File: config.mk
export PLATFORM = sky130hd
export DESIGN_NAME = scpm_top
export DESIGN_NICKNAME = d
export VERILOG_FILES = /design/src/design/scpm_pkg.sv /design/src/design/scpm_clkdiv.sv /design/src/design/scpm_top.sv
export VERILOG_INCLUDE_DIRS = /design/src /design/src/design
export SDC_FILE = /design/constraint.sdc
export NUM_CORES = 1
export LEC_CHECK = 0
export BUFFER_PORTS_ARGS = -buffer_cell sky130_fd_sc_hd__buf_2
export CORE_ASPECT_RATIO = 0.6
export CORE_MARGIN = 1
export CORE_UTILIZATION = 50
export DETAILED_ROUTE_END_ITERATION = 16
export PLACE_DENSITY = 0.85
export RECOVER_POWER = 50
export SYNTH_ARGS = -nofsm -noshare
export SYNTH_HDL_FRONTEND = slang
export SYNTH_SLANG_ARGS = --single-unit
File: constraint.sdc
create_clock -name pclk -period 4.6 [get_ports pclk]
set_input_delay 0.92 -clock pclk [delete_from_list [all_inputs] [get_ports pclk]]
set_output_delay 0.92 -clock pclk [all_outputs]
set_load 0.03 [all_outputs]
File: src/design/scpm_consts.svh
`ifndef SCPM_CONSTS_SVH
`define SCPM_CONSTS_SVH

// Register byte offsets
`define SCPM_OFS_SCC 12'h000
`define SCPM_OFS_STATUS 12'h004
`define SCPM_OFS_WAKE 12'h008

// Field positions of the clock control register
`define SCPM_SCC_SEL_HI 7
`define SCPM_SCC_SEL_LO 5
`define SCPM_SCC_STABLE 3
`define SCPM_SCC_FAST_EN 2
`define SCPM_SCC_FAST_KEEP 1
`define SCPM_SCC_SLOW_KEEP 0

// Reset values and special codes
`define SCPM_SEL_RST 3'h7
`define SCPM_SEL_SLOW 3'h7
`define SCPM_WAKE_RST 8'h00
`define SCPM_PIN_RST 13'h1_ff0

// Timing: clock rate and times in their own units
`define SCPM_PCLK_MHZ 100
`define SCPM_SWITCH_NS 100
`define SCPM_FAST_STABLE_NS 2000

`endif

File: src/design/scpm_pkg.sv
package scpm_pkg;

   // Operating mode of the core
   typedef enum logic [2:0] {
      SCPM_RUN,
      SCPM_SLEEP,
      SCPM_NAP_SLOW,
      SCPM_NAP_BOTH,
      SCPM_NAP_FAST
   } scpm_mode_t;

   // Software view of the clock control register
   typedef struct packed {
      logic [2:0] sysclk_select;
      logic fast_osc_enable;
      logic fast_osc_idle_keep;
      logic slow_osc_idle_keep;
   } scpm_scc_t;

   // Wake-up action handed to the core
   typedef struct packed {
      logic full_reset;
      logic pc_sp_reset;
      logic resume_next;
      logic irq_service;
   } scpm_wake_t;

endpackage

File: src/design/scpm_clkdiv.sv
`timescale 1ns/100ps
`include "scpm_consts.svh"

module scpm_clkdiv (
   // Clock and reset
   input wire logic pclk,
   input wire logic presetn,
   // Source edge and ratio code
   input wire logic src_edge,
   input wire logic [2:0] ratio,
   // One pulse per divided period
   output logic tick
);

   logic [5:0] cnt;
   wire [6:0] mask_w = (7'h01 << ratio) - 7'h01;
   wire [5:0] mask = mask_w[5:0];
   wire last = (cnt & mask) == mask;

   // Free counter on source edges; the mask selects the power of two
   always_ff @(posedge pclk or negedge presetn) begin
      if (!presetn) begin
         cnt <= 6'h00;
         tick <= 1'b0;
      end else begin
         tick <= src_edge & last;
         if (src_edge) begin
            cnt <= cnt + 6'h01;
         end
      end
   end

endmodule

File: src/design/scpm_top.sv
// The implementer's own choices: the placing of the registers and the APB slave port.
`timescale 1ns/100ps
`include "scpm_consts.svh"

module scpm_top (
   // Clock and reset
   input wire logic pclk,
   input wire logic presetn,
   // APB slave
   input wire logic psel,
   input wire logic penable,
   input wire logic pwrite,
   input wire logic [11:0] paddr,
   input wire logic [31:0] pwdata,
   output logic [31:0] prdata,
   output logic pready,
   output logic pslverr,
   // Oscillators and pins, asynchronous
   input wire logic hi_speed_clock,
   input wire logic low_speed_clock,
   input wire logic fast_osc_ready,
   input wire logic slow_osc_ready,
   input wire logic external_clear_pin_n,
   input wire logic [7:0] porta_pin,
   // Core events, same clock
   input wire logic halt_exec,
   input wire logic clr_wdt_exec,
   input wire logic fast_osc_freq_change,
   input wire logic [7:0] irq_req,
   input wire logic [7:0] irq_enable,
   input wire logic stack_full,
   input wire logic wdog_enable,
   input wire logic wdog_overflow,
   // Clock outputs
   output logic sys_tick,
   output logic periph_fast_tick,
   output logic periph_slow_tick,
   output logic fast_osc_run,
   output logic slow_osc_run,
   output logic wdog_osc_run,
   // Core control outputs
   output logic cpu_halted,
   output logic wdog_clear,
   output logic wdog_run,
   output logic full_reset_req,
   output logic pc_sp_reset,
   output logic resume_next,
   output logic irq_service,
   output logic power_down_flag,
   output logic wdog_expiry_flag
);

   // Cycle counts derived from times; least times round up
   localparam int SWITCH_CYC_I = (`SCPM_SWITCH_NS * `SCPM_PCLK_MHZ + 999) / 1000;
   localparam int STABLE_CYC_I = (`SCPM_FAST_STABLE_NS * `SCPM_PCLK_MHZ + 999) / 1000;
   localparam logic [7:0] SWITCH_LAST = 8'(SWITCH_CYC_I - 1);
   localparam logic [9:0] STABLE_LAST = 10'(STABLE_CYC_I - 1);

   scpm_pkg::scpm_scc_t system_clock_control;
   scpm_pkg::scpm_mode_t mode;
   scpm_pkg::scpm_mode_t next_mode;
   scpm_pkg::scpm_wake_t next_wake;
   logic fast_stable;
   logic [7:0] wake_en;
   logic [2:0] active_sel;
   logic [7:0] sw_cnt;
   logic [9:0] stab_cnt;
   logic [7:0] irq_armed;
   logic [12:0] pin_s1;
   logic [12:0] pin_s2;
   logic [12:0] pin_s3;

   // Pin synchroniser; levels are taken from the second stage, edges from the second and third
   wire [12:0] pin_raw = {porta_pin, external_clear_pin_n, slow_osc_ready, fast_osc_ready,
                          low_speed_clock, hi_speed_clock};

   always_ff @(posedge pclk or negedge presetn) begin
      if (!presetn) begin
         pin_s1 <= `SCPM_PIN_RST;
         pin_s2 <= `SCPM_PIN_RST;
         pin_s3 <= `SCPM_PIN_RST;
      end else begin
         pin_s1 <= pin_raw;
         pin_s2 <= pin_s1;
         pin_s3 <= pin_s2;
      end
   end

   // Edges and levels of the synchronised pins
   wire hi_rise = pin_s2[0] & ~pin_s3[0];
   wire lo_rise = pin_s2[1] & ~pin_s3[1];
   wire fast_ready_s = pin_s2[2];
   wire slow_ready_s = pin_s2[3];
   wire ext_fall = ~pin_s2[4] & pin_s3[4];
   wire [7:0] porta_fall = ~pin_s2[12:5] & pin_s3[12:5];

   // APB decode; one wait state; a write lands on the edge where the master sees pready
   wire apb_access = psel & penable & ~pready;
   wire apb_wr = psel & penable & pready & pwrite;
   wire hit_scc = paddr == `SCPM_OFS_SCC;
   wire hit_status = paddr == `SCPM_OFS_STATUS;
   wire hit_wake = paddr == `SCPM_OFS_WAKE;
   wire hit_any = hit_scc | hit_status | hit_wake;
   wire wr_scc = apb_wr & hit_scc;
   wire wr_wake = apb_wr & hit_wake;

   // Read views; unused bits read as zero
   wire [7:0] scc_view = {system_clock_control.sysclk_select, 1'b0, fast_stable, system_clock_control.fast_osc_enable,
                          system_clock_control.fast_osc_idle_keep, system_clock_control.slow_osc_idle_keep};
   wire switch_pending = system_clock_control.sysclk_select != active_sel;
   wire active_slow = active_sel == `SCPM_SEL_SLOW;
   wire [7:0] status_view = {1'b0, active_slow, switch_pending, 3'(mode), wdog_expiry_flag,
                             power_down_flag};
   wire [7:0] read_byte = hit_scc ? scc_view : hit_status ? status_view : hit_wake ? wake_en : 8'h00;

   always_ff @(posedge pclk or negedge presetn) begin
      if (!presetn) begin
         pready <= 1'b0;
         pslverr <= 1'b0;
         prdata <= 32'h0000_0000;
      end else begin
         pready <= apb_access;
         pslverr <= apb_access & ~hit_any;
         prdata <= (apb_access & ~pwrite) ? {24'h00_0000, read_byte} : 32'h0000_0000;
      end
   end

   // Software registers; state is held through every low-power mode
   always_ff @(posedge pclk or negedge presetn) begin
      if (!presetn) begin
         system_clock_control <= '{sysclk_select: `SCPM_SEL_RST, default: 1'b0};
         wake_en <= `SCPM_WAKE_RST;
      end else begin
         if (wr_scc) begin
            system_clock_control.sysclk_select <= pwdata[`SCPM_SCC_SEL_HI:`SCPM_SCC_SEL_LO];
            system_clock_control.fast_osc_enable <= pwdata[`SCPM_SCC_FAST_EN];
            system_clock_control.fast_osc_idle_keep <= pwdata[`SCPM_SCC_FAST_KEEP];
            system_clock_control.slow_osc_idle_keep <= pwdata[`SCPM_SCC_SLOW_KEEP];
         end
         if (wr_wake) begin
            wake_en <= pwdata[7:0];
         end
      end
   end

   // Clock switch: wait a synchronising delay, then for the target source
   wire target_slow = system_clock_control.sysclk_select == `SCPM_SEL_SLOW;
   wire target_ok = target_slow ? slow_ready_s : (fast_ready_s & fast_osc_run);
   wire switch_due = switch_pending & (sw_cnt == SWITCH_LAST) & target_ok;

   always_ff @(posedge pclk or negedge presetn) begin
      if (!presetn) begin
         active_sel <= `SCPM_SEL_RST;
         sw_cnt <= 8'h00;
      end else begin
         if (!switch_pending) begin
            sw_cnt <= 8'h00;
         end else if (sw_cnt != SWITCH_LAST) begin
            sw_cnt <= sw_cnt + 8'h01;
         end
         if (switch_due) begin
            active_sel <= system_clock_control.sysclk_select;
         end
      end
   end

   // Divided fast clock; code zero to six is the power of two
   logic fast_div_tick;
   wire fast_edge = hi_rise & fast_osc_run;
   wire slow_edge = lo_rise & slow_osc_run;

   scpm_clkdiv u_fast_div (
      .pclk(pclk),
      .presetn(presetn),
      .src_edge(fast_edge),
      .ratio(active_sel),
      .tick(fast_div_tick)
   );

   // Mode decode
   wire in_run = mode == scpm_pkg::SCPM_RUN;
   wire in_sleep = mode == scpm_pkg::SCPM_SLEEP;
   wire in_nap_slow = mode == scpm_pkg::SCPM_NAP_SLOW;
   wire in_nap_both = mode == scpm_pkg::SCPM_NAP_BOTH;
   wire in_nap_fast = mode == scpm_pkg::SCPM_NAP_FAST;
   wire halt_take = halt_exec & in_run;

   // System tick only while the core runs; switch happens between ticks
   wire next_sys_tick = in_run & (active_slow ? slow_edge : fast_div_tick);

   // Oscillator requests per mode
   wire fast_run_run = system_clock_control.fast_osc_enable | ~active_slow;
   wire fast_run_nap = (in_nap_both | in_nap_fast) & system_clock_control.fast_osc_idle_keep;
   wire next_fast_run = in_run ? fast_run_run : fast_run_nap;
   wire slow_run_nap = (in_nap_slow | in_nap_both) & system_clock_control.slow_osc_idle_keep;
   wire next_slow_run = in_run | slow_run_nap;
   wire next_wdog_osc = next_slow_run | wdog_enable;

   always_ff @(posedge pclk or negedge presetn) begin
      if (!presetn) begin
         sys_tick <= 1'b0;
         periph_fast_tick <= 1'b0;
         periph_slow_tick <= 1'b0;
         fast_osc_run <= 1'b0;
         slow_osc_run <= 1'b0;
         wdog_osc_run <= 1'b0;
      end else begin
         sys_tick <= next_sys_tick;
         periph_fast_tick <= fast_edge;
         periph_slow_tick <= slow_edge;
         fast_osc_run <= next_fast_run;
         slow_osc_run <= next_slow_run;
         wdog_osc_run <= next_wdog_osc;
      end
   end

   // Stable flag restarts when the oscillator is turned on or retuned
   wire fast_restart = (next_fast_run & ~fast_osc_run) | fast_osc_freq_change;

   always_ff @(posedge pclk or negedge presetn) begin
      if (!presetn) begin
         fast_stable <= 1'b0;
         stab_cnt <= 10'h000;
      end else if (fast_restart) begin
         fast_stable <= 1'b0;
         stab_cnt <= 10'h000;
      end else if (!fast_osc_run | !fast_ready_s) begin
         fast_stable <= fast_stable & fast_osc_run;
         stab_cnt <= 10'h000;
      end else if (!fast_stable) begin
         stab_cnt <= stab_cnt + 10'h001;
         fast_stable <= stab_cnt == STABLE_LAST;
      end
   end

   // Wake sources; interrupts already pending at entry are disarmed
   wire [7:0] irq_wake_vec = irq_req & irq_armed;
   wire porta_wake = |(porta_fall & wake_en);
   wire irq_wake = |irq_wake_vec;
   wire irq_can_serve = (|(irq_wake_vec & irq_enable)) & ~stack_full;
   wire wake_any = porta_wake | ext_fall | irq_wake | wdog_overflow;

   // Halt mode choice from the two keep bits
   always_comb begin
      next_mode = mode;
      if (halt_take) begin
         unique case ({system_clock_control.fast_osc_idle_keep, system_clock_control.slow_osc_idle_keep})
            2'b00: next_mode = scpm_pkg::SCPM_SLEEP;
            2'b01: next_mode = scpm_pkg::SCPM_NAP_SLOW;
            2'b11: next_mode = scpm_pkg::SCPM_NAP_BOTH;
            2'b10: next_mode = scpm_pkg::SCPM_NAP_FAST;
         endcase
      end else if (!in_run & wake_any) begin
         next_mode = scpm_pkg::SCPM_RUN;
      end
   end

   // Wake action, highest priority first: pin reset, watchdog, interrupt, port
   always_comb begin
      next_wake = '0;
      if (ext_fall) begin
         next_wake.full_reset = 1'b1;
      end else if (!in_run & wdog_overflow) begin
         next_wake.pc_sp_reset = 1'b1;
      end else if (!in_run & irq_wake) begin
         next_wake.irq_service = irq_can_serve;
         next_wake.resume_next = ~irq_can_serve;
      end else if (!in_run & porta_wake) begin
         next_wake.resume_next = 1'b1;
      end
   end

   always_ff @(posedge pclk or negedge presetn) begin
      if (!presetn) begin
         mode <= scpm_pkg::SCPM_RUN;
         irq_armed <= 8'h00;
         cpu_halted <= 1'b0;
         full_reset_req <= 1'b0;
         pc_sp_reset <= 1'b0;
         resume_next <= 1'b0;
         irq_service <= 1'b0;
      end else begin
         mode <= next_mode;
         if (halt_take) begin
            irq_armed <= ~irq_req;
         end
         cpu_halted <= next_mode != scpm_pkg::SCPM_RUN;
         full_reset_req <= next_wake.full_reset;
         pc_sp_reset <= next_wake.pc_sp_reset;
         resume_next <= next_wake.resume_next;
         irq_service <= next_wake.irq_service;
      end
   end

   // Status flags; a set in the same cycle as a clear wins
   wire next_pdf = halt_take | (power_down_flag & ~clr_wdt_exec);
   wire next_tof = wdog_overflow | (wdog_expiry_flag & ~halt_take);

   // Watchdog handling; the counter itself lives outside
   always_ff @(posedge pclk or negedge presetn) begin
      if (!presetn) begin
         power_down_flag <= 1'b0;
         wdog_expiry_flag <= 1'b0;
         wdog_clear <= 1'b0;
         wdog_run <= 1'b0;
      end else begin
         power_down_flag <= next_pdf;
         wdog_expiry_flag <= next_tof;
         wdog_clear <= halt_take | clr_wdt_exec;
         wdog_run <= wdog_enable;
      end
   end

endmodule

# [Word-level counts from Yosys, hierarchy flattened]
# Cells that the tools add are included.
[word_totals] word_cells=155 register_bits=118 output_inout_bits=49 inputBits=84
[classes] n_bitwise=64 reduce_logical=10 shift=1 mux=25 eq_ne=17 n_addsub=4
[op_table] op="$mux W8" count=6
[op_table] op="$and A8 B8 Y8" count=4
[op_table] op="$and A1 B1 Y1" count=30
[op_table] op="$mux W10" count=3
[op_table] op="$reduce_or A8 Y1" count=3
[op_table] op="$not A8 Y8" count=2
[op_table] op="$or A1 B1 Y1" count=15
[op_table] op="$eq A12 B3 Y1 const B" count=1
[op_table] op="$eq A12 B4 Y1 const B" count=1
[op_table] op="$logic_not A12 Y1" count=1
[op_table] op="$not A1 Y1" count=12
[op_table] op="$pmux W3 S4" count=1
[op_table] op="$mux W1" count=11
[op_table] op="$add A10 B1 Y10 const B" count=1
[op_table] op="$eq A10 B8 Y1 const B" count=1
[op_table] op="$eq A3 B3 Y1 const B" count=3
[op_table] op="$mux W3" count=3
[op_table] op="$add A8 B1 Y8 const B" count=1
[op_table] op="$eq A8 B4 Y1 const B" count=1
[op_table] op="$ne A8 B4 Y1 const B" count=1
[op_table] op="$add A6 B1 Y6 const B" count=1
[op_table] op="$and A6 B6 Y6" count=1
[op_table] op="$eq A3 B2 Y1 const B" count=2
[op_table] op="$eq A6 B6 Y1" count=1
[op_table] op="12 further kinds" count=15

# [Longest topological paths before layout]
# Gate-level depths: netlist (run 1).
[logic_depth] ltp_word=11 depth_mapped=8 depth_no_buf=7

# [Hierarchy]
# Synthesis (run 1) repeated with hierarchy kept, for this count alone.
[hier_totals] cells_unflattened=401 area_unflattened_um2=4764.6
[modules_own_cells] module="scpm_top" area_each_um2=4431.8 cells_each=371 n_inst=1
[modules_own_cells] module="scpm_clkdiv" area_each_um2=332.8 cells_each=30 n_inst=1

# [Worst setup path before layout (run 1)]
# No wires, ideal clock.
[synth_timing] kind="input-to-reg" start="in paddr[9]" end="reg wake_en[0]" path_stages=5 setup_time_ns=0.125 path_slack_ns=2.181 arrival_ns=2.294 n_path_buf=1 cell_sequence="nor4_2 -> nand3_1 -> or4b_1 -> buf_6 -> mux2_4"
[synth_between] elab_chain_cells=2
[synth_rtl] item="start: declaration" line="scpm_top.sv:13" source="input wire logic [11:0] paddr,"
[synth_rtl] item="$eq A12 B4 Y1 (no line)"
[synth_rtl] item="$and A1 B1 Y1" line="scpm_top.sv:105" source="wire wr_wake = apb_wr & hit_wake;"
[synth_rtl] item="end signal: assignment" line="scpm_top.sv:132" source="wake_en <= `SCPM_WAKE_RST;"
[synth_rtl] item="end signal: assignment" line="scpm_top.sv:141" source="wake_en <= pwdata[7:0];"
[synth_rtl] item="end: declaration" line="scpm_top.sv:64" source="logic [7:0] wake_en;"
# Every way passes these cells.
# A chain may end at the register's enable or synchronous reset.

==> flow_summary.yaml, run 1 <==
outcome:
  status: "finished, violations left"
  violations: "capacitance limit, slew limit"
sta:
  skew_ps: 6.08
  slew_viol_final: 33
  worstMarginPinSlew_ps: 1680
  tns_ps: 0
  period_share_pct: 63.5
  rsz0062_at_grt: "false"
  hold_violations: 0
  slew_headroom_pct: -12.1
  worst_slack_ps: 1680
  fmax_ghz: 0.342
  period_minus_slack_ps: 2920
  setup_viol: 0
cells_and_area:
  n_antenna_cell: 0
  final_common_cell: "dfrtp_1"
  nets: 595
  drive_above_1_share_pct: 32.0
  area_growth_pct: 21.2
  final_cell_mix: "dfrtp_1 (83), buf_2 (80), nor2_1 (43)"
pwr:
  power.leakage_uw: 0.00276
  p_per_area_nw_per_um2: 486
  peakVddDrop_mv: 0.291
place:
  place.gp.congestion: 0.878
  post-place-ws_ps: 1790
  io_buffers: 84
  post-dp-hpwl_mm: 7.06
detailed_routing:
  drc: 0
  routed-via-count: 3413
  wire_per_inst_um: 16.0
  first_pass_iters: 4
  wl_mm: 10.3
  vias_per_cell: 5.29
  drt_iter0_markers: 393
  ant_nets: 0
clocking:
  clockBufferDepth: 2
  cts_hold_buffers: 0
  cts.htree.levels: 4
  cts_buffers: 17
  cts.clk_slew.worst_paths_ps: 50
  cts_tree: "built"
  clkSinkCount: 116
  post_cts_buffers: 0
  clock_latency_ps: 410
  cts_root_buf: "clkbuf_16"
  cts_resized: 0
critical_path:
  crit_type: "in2async"
  setup.worst_path.start: "presetn"
  cp-end-kind: "asynchronous set/reset pin"
  required_ps: 4930
  crit_slowest_cell: "clkbuf_1"
  cp_top_family: "buffers and inverters"
  path_cells: "clkbuf_1 -> clkbuf_2"
  regToRegStartpoint: "pready"
  crit_fanout: 53
  critPathMaxStageDelay_ps: 1190
  cp-start-kind: "primary input"
  critPathArrivalTime_ps: 3250
  path_buf_inv: 2
global_routing:
  gr-total-overflow: 0
  antenna_found_initial: 0
  grt_max_degree: 54
  grt.total_usage_pct: 22.7
  grt_first_pass_wirelength_mm: 16.9
  grt_pass1_vias: 3362
floorplan:
  pin_count: 133
  die_w_um: 129
  rows: 27
  dieHeight_um: 78.2
  fp.coreArea_um2: 9290
  die_area_um2: 10100
  start_util_pct: 52.0
yosys:
  yosysWarnings: 0
  synth-edff-count: 0
  netlist_area_um2: 4830
  ys_seq_elements: 116
  synth_ff_type: "dfrtp_1"
  synthArstFlopShare_pct: 100
  yosysUniqueCellTypes: 53
  avgSynthCellArea_um2: 11.8
  ys_seq_area_share_pct: 60.9
  postSynthCellCount: 410
min_path:
  worst_hold_path_type: "reg2reg"
  hp-start: "pin_s1[1]"
flow_run:
  drv_cap: 1
[registers in the layout, indices dropped and copies added (netlist names), 3 cells and up]
signal / flops
scc_view: 6
pin_s3: 11
irq_armed: 8
u_fast_div.cnt: 6
active_sel: 3
sw_cnt: 8
prdata: 8
pin_s1: 13
pin_s2: 13
mode: 3
stab_cnt: 10
wake_en: 8
[per-layer routing]
layer  wire, um  global-route usage [%]
met1       4580                    29.9
met2       4920                    34.6
met3        676                    6.82
met4        129                    10.6
met5          0                       0
[final timing paths]
kind / slack, ps / end / depth (start not counted)
hold / removal: 350 / pin_s2[1] / 0
hold reg to reg: 350 / pin_s2[1] / 0
max in group pclk: 2140 / wake_en[4] / 5
min in group asynchronous: 950 / wdog_clear / 1
setup reg to reg: 2550 / prdata[3] / 3
setup / recovery: 1680 / mode[2] / 2
[power breakdown]
group | total [uW] | switching, uW | internal [uW] | leakage (uW)
Combinational | 346 | 229 | 117 | 0.00104
Sequential | 1210 | 79.5 | 1130 | 0.00142
Clock | 1290 | 467 | 821 | 0.000299
[per-stage QoR]
| stage | util, % | std cells | instance area [um2] | power (uW) | hold WS (ps) |
|---|---|---|---|---|---|
| 2_1_floorplan | - | 433 | 4920 | 1450 | 331 |
| 3_3_place_gp | 56.9 | 613 | 5290 | 1550 | 335 |
| 3_5_place_dp | 56.9 | 613 | 5290 | 1570 | 336 |
| 5_1_grt | 63.0 | 645 | 5860 | 2970 | 361 |
| 4_1_cts | 63.2 | 645 | 5870 | 2870 | 355 |
| 6_report | 63.0 | 645 | 5860 | 2850 | 352 |
[cell usage after synthesis (3+ instances only)]
cell type / instances / area share (%)
xor2_1: 12 / 2.2
a21oi_1: 13 / 1.3
xnor2_1: 11 / 2.0
buf_4: 24 / 3.7
o22ai_1: 5 / 0.65
nand3_1: 19 / 2.0
mux2_2: 9 / 2.1
nor3_1: 10 / 1.0
inv_1: 7 / 0.54
clkbuf_1: 11 / 0.85
nand2_1: 31 / 2.4
and3_1: 4 / 0.52
or3_1: 4 / 0.52
a2111oi_0: 3 / 0.54
dfrtp_1: 83 / 43
o21ai_0: 16 / 1.7
dfstp_2: 33 / 18
or2_2: 3 / 0.39
nand4_1: 7 / 0.91
mux2_4: 8 / 2.5
ha_1: 9 / 2.3
nor2_1: 43 / 3.3
nor3b_1: 4 / 0.62
[kinds of logic (layout without fill, tap and decap cells)]
group           Yosys count  count (layout)  synth area share, %
compound gates           53              53                 6.99
xor+xnor                 23              23                 4.17
fa+ha+maj                 9               9                 2.33
buf+inv                  44             126                 5.44
flops                   116             116                 60.9
mux                      19              19                 5.00
other cells               1              24               0.0776
simple gates            145             145                 15.1
[worst reg2reg max path, stage by stage, from the launching register on]
cell	delay, ps
dfrtp_1	400
or2_2	340
or3_1	500
a2111oi_0	640
[area by class of cell]
| cell class | count | area (um2) |
|---|---|---|
| Fill cell | 729 | 3430 |
| Sequential cell | 116 | 2940 |
| Multi-Input combinational cell | 273 | 1710 |
| Clock buffer | 21 | 493 |
| Timing Repair Buffer | 86 | 428 |
| Tap cell | 130 | 163 |
| Clock inverter | 11 | 92.6 |
| Inverter | 8 | 30.0 |
Note: power is estimated with default switching activity, not from simulation.
==> inputs of run 2 (changes only) <==
--- a/config.mk
+++ b/config.mk
@@ -6,12 +6,13 @@
 export SDC_FILE = /design/constraint.sdc
 export NUM_CORES = 1
 export LEC_CHECK = 0
+export ABC_AREA = 1
 export BUFFER_PORTS_ARGS = -buffer_cell sky130_fd_sc_hd__buf_2
 export CORE_ASPECT_RATIO = 0.6
 export CORE_MARGIN = 1
 export CORE_UTILIZATION = 50
 export DETAILED_ROUTE_END_ITERATION = 16
-export PLACE_DENSITY = 0.85
+export PLACE_DENSITY = 0.84
 export RECOVER_POWER = 50
 export SYNTH_ARGS = -nofsm -noshare
 export SYNTH_HDL_FRONTEND = slang
==> constraint.sdc (replaced) <==
create_clock -name pclk -period 2.8 [get_ports pclk]
set_input_delay 0.56 -clock pclk [delete_from_list [all_inputs] [get_ports pclk]]
set_output_delay 0.56 -clock pclk [all_outputs]
set_load 0.03 [all_outputs]
==> run 2 against run 1 <==
Effect of this change: largest cell class unchanged; die area is 5.0% higher; register-to-register slack worse by 1600 ps; critical path type is now reg2reg; critical endpoint is now cpu_halted; sequential cell count stayed put; combinational power is 5% higher; the run now ends clean; count of clock-buffer cells in the layout is 1 lower; worst setup slack worse by 680 ps; global-route usage is 0.71 points higher; sequential share of layout area is 2.8 points lower; synthesized cell count is 30% higher; synthesized area is 5.2% higher.
==> flow_summary.yaml, run 2 <==
outcome:
  status: "finished clean"
detailed_routing:
  first_pass_iters: 5
  drc: 0
  wl_mm: 11.2
  routed-via-count: 3932
  ant_nets: 0
  drt_iter0_markers: 325
  wire_per_inst_um: 14.3
  vias_per_cell: 5.03
critical_path:
  critPathMaxStageDelay_ps: 420
  path_buf_inv: 1
  cp-start-kind: "flop"
  crit_fanout: 21
  path_cells: "nor2_2 -> nand2_2 -> inv_2 -> nand2_1 -> or2_1 -> nand2_1 -> nor2_1 -> nand2_1"
  cp-end-kind: "flop"
  crit_type: "reg2reg"
  critPathArrivalTime_ps: 2150
  crit_slowest_cell: "dfrtp_1"
  path_common_cell: "nand2_1"
  cp_top_family: "simple AND/OR/NAND/NOR gates"
  required_ps: 3150
yosys:
  synth_xor_area_share_pct: 2.41
  yosys.area.top_type: "dfrtp_1"
  yosysUniqueCellTypes: 39
  synth-edff-count: 0
  ys_seq_area_share_pct: 57.9
  synth_top_family_by_area: "simple AND/OR/NAND/NOR gates"
  yosys.area_share.adder_pct: 2.22
  synth_ff_type: "dfrtp_1"
  synthMuxAreaShare_pct: 0
  postSynthCellCount: 534
  yosys.area_share.simple_pct: 19.1
  synthArstFlopShare_pct: 100
  synth_compound_area_share_pct: 9.11
  yosysWarnings: 0
  synth_common_cells: "nand2_1 (107), dfrtp_1 (83), inv_1 (58)"
  synth_most_common_cell: "nand2_1"
  avgSynthCellArea_um2: 9.52
  synth_top_area_share_pct: 40.9
  ys_seq_elements: 116
  synth.area.top_cells: "dfrtp_1 (41%), dfstp_2 (17%), nand2_1 (7.9%)"
  netlist_area_um2: 5080
sta:
  hold_violations: 0
  hold_ws_ps: 241
  setup_viol: 0
  rsz0062_at_grt: "false"
  skew_ps: 5.10
  tns_ps: 0
  worstMarginPinSlew_ps: 1230
  period_minus_slack_ps: 1800
  slew_viol_final: 0
  slew_headroom_pct: 18.2
  period_share_pct: 64.4
  fmax_ghz: 0.555
floorplan:
  die_w_um: 132
  rows: 28
  start_util_pct: 51.4
  fp.coreArea_um2: 9880
  pin_count: 133
  dieHeight_um: 80.1
  die_area_um2: 10600
min_path:
  worst_hold_path_type: "in2reg"
clocking:
  cts_hold_buffers: 0
  post_cts_buffers: 0
  cts_tree: "built"
  cts.clk_slew.worst_paths_ps: 60
  clockBufferDepth: 2
  cts_buffers: 17
  cts_root_buf: "clkbuf_16"
  cts.htree.levels: 4
  cts_resized: 0
  clkSinkCount: 116
  clock_latency_ps: 410
place:
  place.gp.congestion: 0.893
  postPlaceCellArea_um2: 5570
  io_buffers: 84
  post-dp-hpwl_mm: 7.79
global_routing:
  gr-total-overflow: 0
  grt.total_usage_pct: 23.4
  grt_first_pass_wirelength_mm: 18.7
  grt_pass1_vias: 3978
  grt_max_degree: 48
  antenna_found_initial: 0
cells_and_area:
  final_cell_mix: "nand2_1 (107), dfrtp_1 (83), buf_2 (82)"
  post-route-cell-area_um2: 6190
  final_util_pct: 62.7
  n_antenna_cell: 0
  nets: 727
  fillers: 770
  drive_above_1_share_pct: 26.9
  reg_top3: "pin_s1 (13), pin_s2 (13), pin_s3 (11)"
  area_growth_pct: 21.9
  final_common_cell: "nand2_1"
flow_run:
  drv_cap: 0
pwr:
  p_per_area_nw_per_um2: 733
  finalPower_uw: 4540
  power.leakage_uw: 0.00309
  peakVddDrop_mv: 0.464
-- run 2: cell count changes after synthesis, moves of 12 or more --
cell and change:
nand2_1 +76, inv_1 +51, o21ai_0 +20, o21ai_2 +12, nand3_1 +12, nor2_1 +12
-- run 2: cell type report --
cell class	instances	area, um2	area share (%)
clock buffers	20	457	7.37
clock inverters	12	178	2.87
inverters	62	233	3.76
multi-input cells	349	1760	28.4
flip-flops and latches	116	2940	47.5
well taps	135	169	2.73
repair buffers	88	458	7.39
-- run 2: per-stage QoR --
| step | instances | setup slack (ps) |
|---|---|---|
| global placement | 750 | 1020 |
| detailed placement | 750 | 925 |
| global route | 782 | 826 |
| CTS | 782 | 1020 |
| finish | 782 | 997 |
| floorplan | 557 | 1320 |
-- run 2: power breakdown --
| group | internal [uW] | switching (uW) | total [uW] |
|---|---|---|---|
| Combinational | 112 | 252 | 364 |
| Sequential | 1790 | 83.0 | 1880 |
| Clock | 1530 | 764 | 2300 |
-- run 2: worst reg2reg max path: stages, from the launching register on --
cell     delay, ps
dfrtp_1        420
nor2_2         160
nand2_2        110
inv_2          110
nand2_1        360
or2_1          370
nand2_1         90
nor2_1          50
nand2_1         70
-- run 2: final timing paths --
kind	cells after the start	from	to	slack [ps]
worst max-delay path	8	mode[1]	cpu_halted	1000
worst min-delay path	1	porta_pin[3]	pin_s1[8]	240
worst max register to register	8	mode[1]	cpu_halted	1000
worst min register to register	0	pin_s1[0]	pin_s2[0]	350
max in group asynchronous	2	presetn	pin_s3[1]	1170
min in group asynchronous	1	presetn	sw_cnt[1]	390
-- run 2: cells by family after synthesis --
group	count (synthesis)
xor gates and xnor gates	14
adders and majority gates	9
and+or+nand+nor	225
AOI/OAI and AO/OA	77
buffers and inverters	92
other	1
DFF	116
-- run 2: routing by layer --
metal | share of wire, % | up-vias | track usage [%]
met5 | 0 | - | 0
met4 | 1.1 | 0 | 7.56
met3 | 7.2 | 16 | 8.52
met2 | 47 | 132 | 38.2
met1 | 45 | 1922 | 29.1
li1 | - | 1862 | -
==> inputs of run 3 (changes only) <==
--- a/config.mk
+++ b/config.mk
@@ -10,9 +10,9 @@
 export BUFFER_PORTS_ARGS = -buffer_cell sky130_fd_sc_hd__buf_2
 export CORE_ASPECT_RATIO = 0.6
 export CORE_MARGIN = 1
-export CORE_UTILIZATION = 50
+export CORE_UTILIZATION = 48
 export DETAILED_ROUTE_END_ITERATION = 16
-export PLACE_DENSITY = 0.84
+export PLACE_DENSITY = 0.85
 export RECOVER_POWER = 50
 export SYNTH_ARGS = -nofsm -noshare
 export SYNTH_HDL_FRONTEND = slang
==> constraint.sdc (replaced) <==
create_clock -name pclk -period 1.6 [get_ports pclk]
set_input_delay 0.32 -clock pclk [delete_from_list [all_inputs] [get_ports pclk]]
set_output_delay 0.32 -clock pclk [all_outputs]
set_load 0.03 [all_outputs]
==> run 3 against run 2 <==
Effect of this change: the run now ends with setup timing left; routed wire length rose by 4.1%; sequential share of layout area fell by 1.4 points; critical path depth fell by 1; via count rose by 2.4%; sequential power rose by 74%; global-route usage fell by 1.5 points; first-iteration DRC count rose by 3.7%; largest cell class unchanged; highest routed layer unchanged.
==> flow_summary.yaml, run 3 (synthesis results as in run 2) <==
cells_and_area:
  drive_above_1_share_pct: 28.4
  final_util_pct: 63.5
  nets: 753
  reg_top3: "pin_s1 (13), pin_s2 (13), pin_s3 (11)"
  fillers: 821
  final_common_cell: "nand2_1"
  area_growth_pct: 25.6
  post-route-cell-area_um2: 6380
  final_cell_mix: "nand2_1 (106), dfrtp_1 (83), buf_2 (83)"
  n_antenna_cell: 0
place:
  postPlaceCellArea_um2: 5660
  place.gp.congestion: 0.910
  io_buffers: 84
  post-place-ws_ps: 32.9
  post-dp-hpwl_mm: 7.97
pwr:
  p_seq_share_pct: 43.4
  combPwrFrac_pct: 8.8
  p_per_area_nw_per_um2: 1180
  peakVddDrop_mv: 0.832
  clockPowerShare_pct: 47.8
  power.switching_uw: 1840
  power.leakage_uw: 0.00319
  switching_share_pct: 24.3
  intPower_uw: 5720
detailed_routing:
  wl_mm: 11.7
  vias_per_cell: 4.99
  ant_nets: 0
  routed-via-count: 4028
  wire_per_inst_um: 14.5
  drc: 0
  drt_iter0_markers: 337
  first_pass_iters: 5
critical_path:
  crit_slowest_cell: "dfstp_2"
  cp-start-kind: "flop"
  critPathArrivalTime_ps: 1960
  crit_fanout: 6
  path_common_cell: "nor2_1"
  required_ps: 1910
  crit_type: "reg2reg"
  cp-end-kind: "flop"
  critPathMaxStageDelay_ps: 410
  path_cells: "nor2_1 -> nand2_4 -> ha_4 -> nor2_2 -> nor2_1 -> o2111ai_1 -> a211oi_1"
clocking:
  cts.clk_slew.worst_paths_ps: 50
  clkSinkCount: 116
  cts.htree.levels: 4
  clockBufferDepth: 2
  cts_root_buf: "clkbuf_16"
  cts_buffers: 17
  clock_latency_ps: 410
  cts_tree: "built"
global_routing:
  grt_max_degree: 43
  grt_first_pass_wirelength_mm: 18.1
  grt.total_usage_pct: 21.9
  antenna_found_initial: 0
  grt_pass1_vias: 3771
  gr-total-overflow: 0
sta:
  period_minus_slack_ps: 1650
  period_share_pct: 103
  slew_viol_final: 0
  rsz0062_at_grt: "true"
  setup_viol: 3
  slew_headroom_pct: 58.8
  worst_slack_ps: -53.0
  fmax_ghz: 0.605
  hold_violations: 0
  worstMarginPinSlew_ps: 619
  skew_ps: 9.07
floorplan:
  pin_count: 133
  rows: 28
  die_w_um: 135
  die_area_um2: 11000
  fp.coreArea_um2: 10100
  dieHeight_um: 81.7
  start_util_pct: 50.5
min_path:
  worst_hold_path_type: "in2reg"
outcome:
  status: "finished, violations left"
  violations: "setup timing"
flow_run:
  drv_cap: 0
==> run 3: power groups by stage <==
stage               Clock, uW  Sequential (uW)  Combinational (uW)
CTS                      3660             3280                 661
finish                   3610             3280                 664
detailed placement          0             3320                 640
global placement            0             3310                 617
global route             3800             3300                 745
floorplan                   0             3350                 366
==> run 3: worst paths after layout <==
path | start | endpoint | slack (ps) | cells past startpoint
hold / removal | porta_pin[0] | pin_s1[5] | 20 | 1
min in group asynchronous | presetn | sw_cnt[3] | 460 | 2
setup reg to reg | active_sel[0] | u_fast_div.tick | -50 | 7
hold reg to reg | pin_s1[2] | pin_s2[2] | 350 | 0
setup / recovery | active_sel[0] | u_fast_div.tick | -50 | 7
max in group asynchronous | presetn | pin_s2[7] | 180 | 3
==> run 3: critical path, delay by kind of cell (launching register included) <==
| kind | cells | cell delay (ps) |
|---|---|---|
| flops | 1 | 410 |
| simple gates | 4 | 500 |
| compound gates | 2 | 360 |
| fa+ha+maj | 1 | 280 |
==> run 3: what timing repair did <==
action / 4_1_cts / 5_1_grt
hold endpoints to repair: 28 / 3
resized for setup: 2 / 12
pin swaps: 0 / 6
buffers inserted: 2 / 2
hold buffers: 8 / 3
endpoints found under the setup margin: 1 / 7
==> run 3: through the flow <==
step / total power [uW] / hold slack (ps) / TNS (ps) / std cells
floorplan: 3720 / 24.4 / 0 / 557
global placement: 3930 / 249 / 0 / 761
detailed placement: 3960 / 252 / 0 / 761
CTS: 7600 / 0.460 / 0 / 802
global route: 7850 / 5.33 / -376 / 807
finish: 7560 / 15.8 / -60.6 / 807
==> run 3: cell type report <==
cell class                      count  area [um2]  share of cell area (%)
Clock inverter                      4        45.0                   0.706
Timing Repair Buffer              114         663                    10.4
Sequential cell                   116        2940                    46.1
Multi-Input combinational cell    349        1800                    28.2
Clock buffer                       27         523                    8.19
Inverter                           62         239                    3.74
Tap cell                          135         169                    2.65
==> run 3: routing by layer <==
layer / vias to the layer above / global-route usage (%) / part of all wire, %
li1: 1911 / - / -
met2: 184 / 34.2 / 47
met4: 0 / 6.52 / 1.4
met1: 1915 / 28.7 / 43
met3: 18 / 8.21 / 8.5
met5: - / 0 / 0
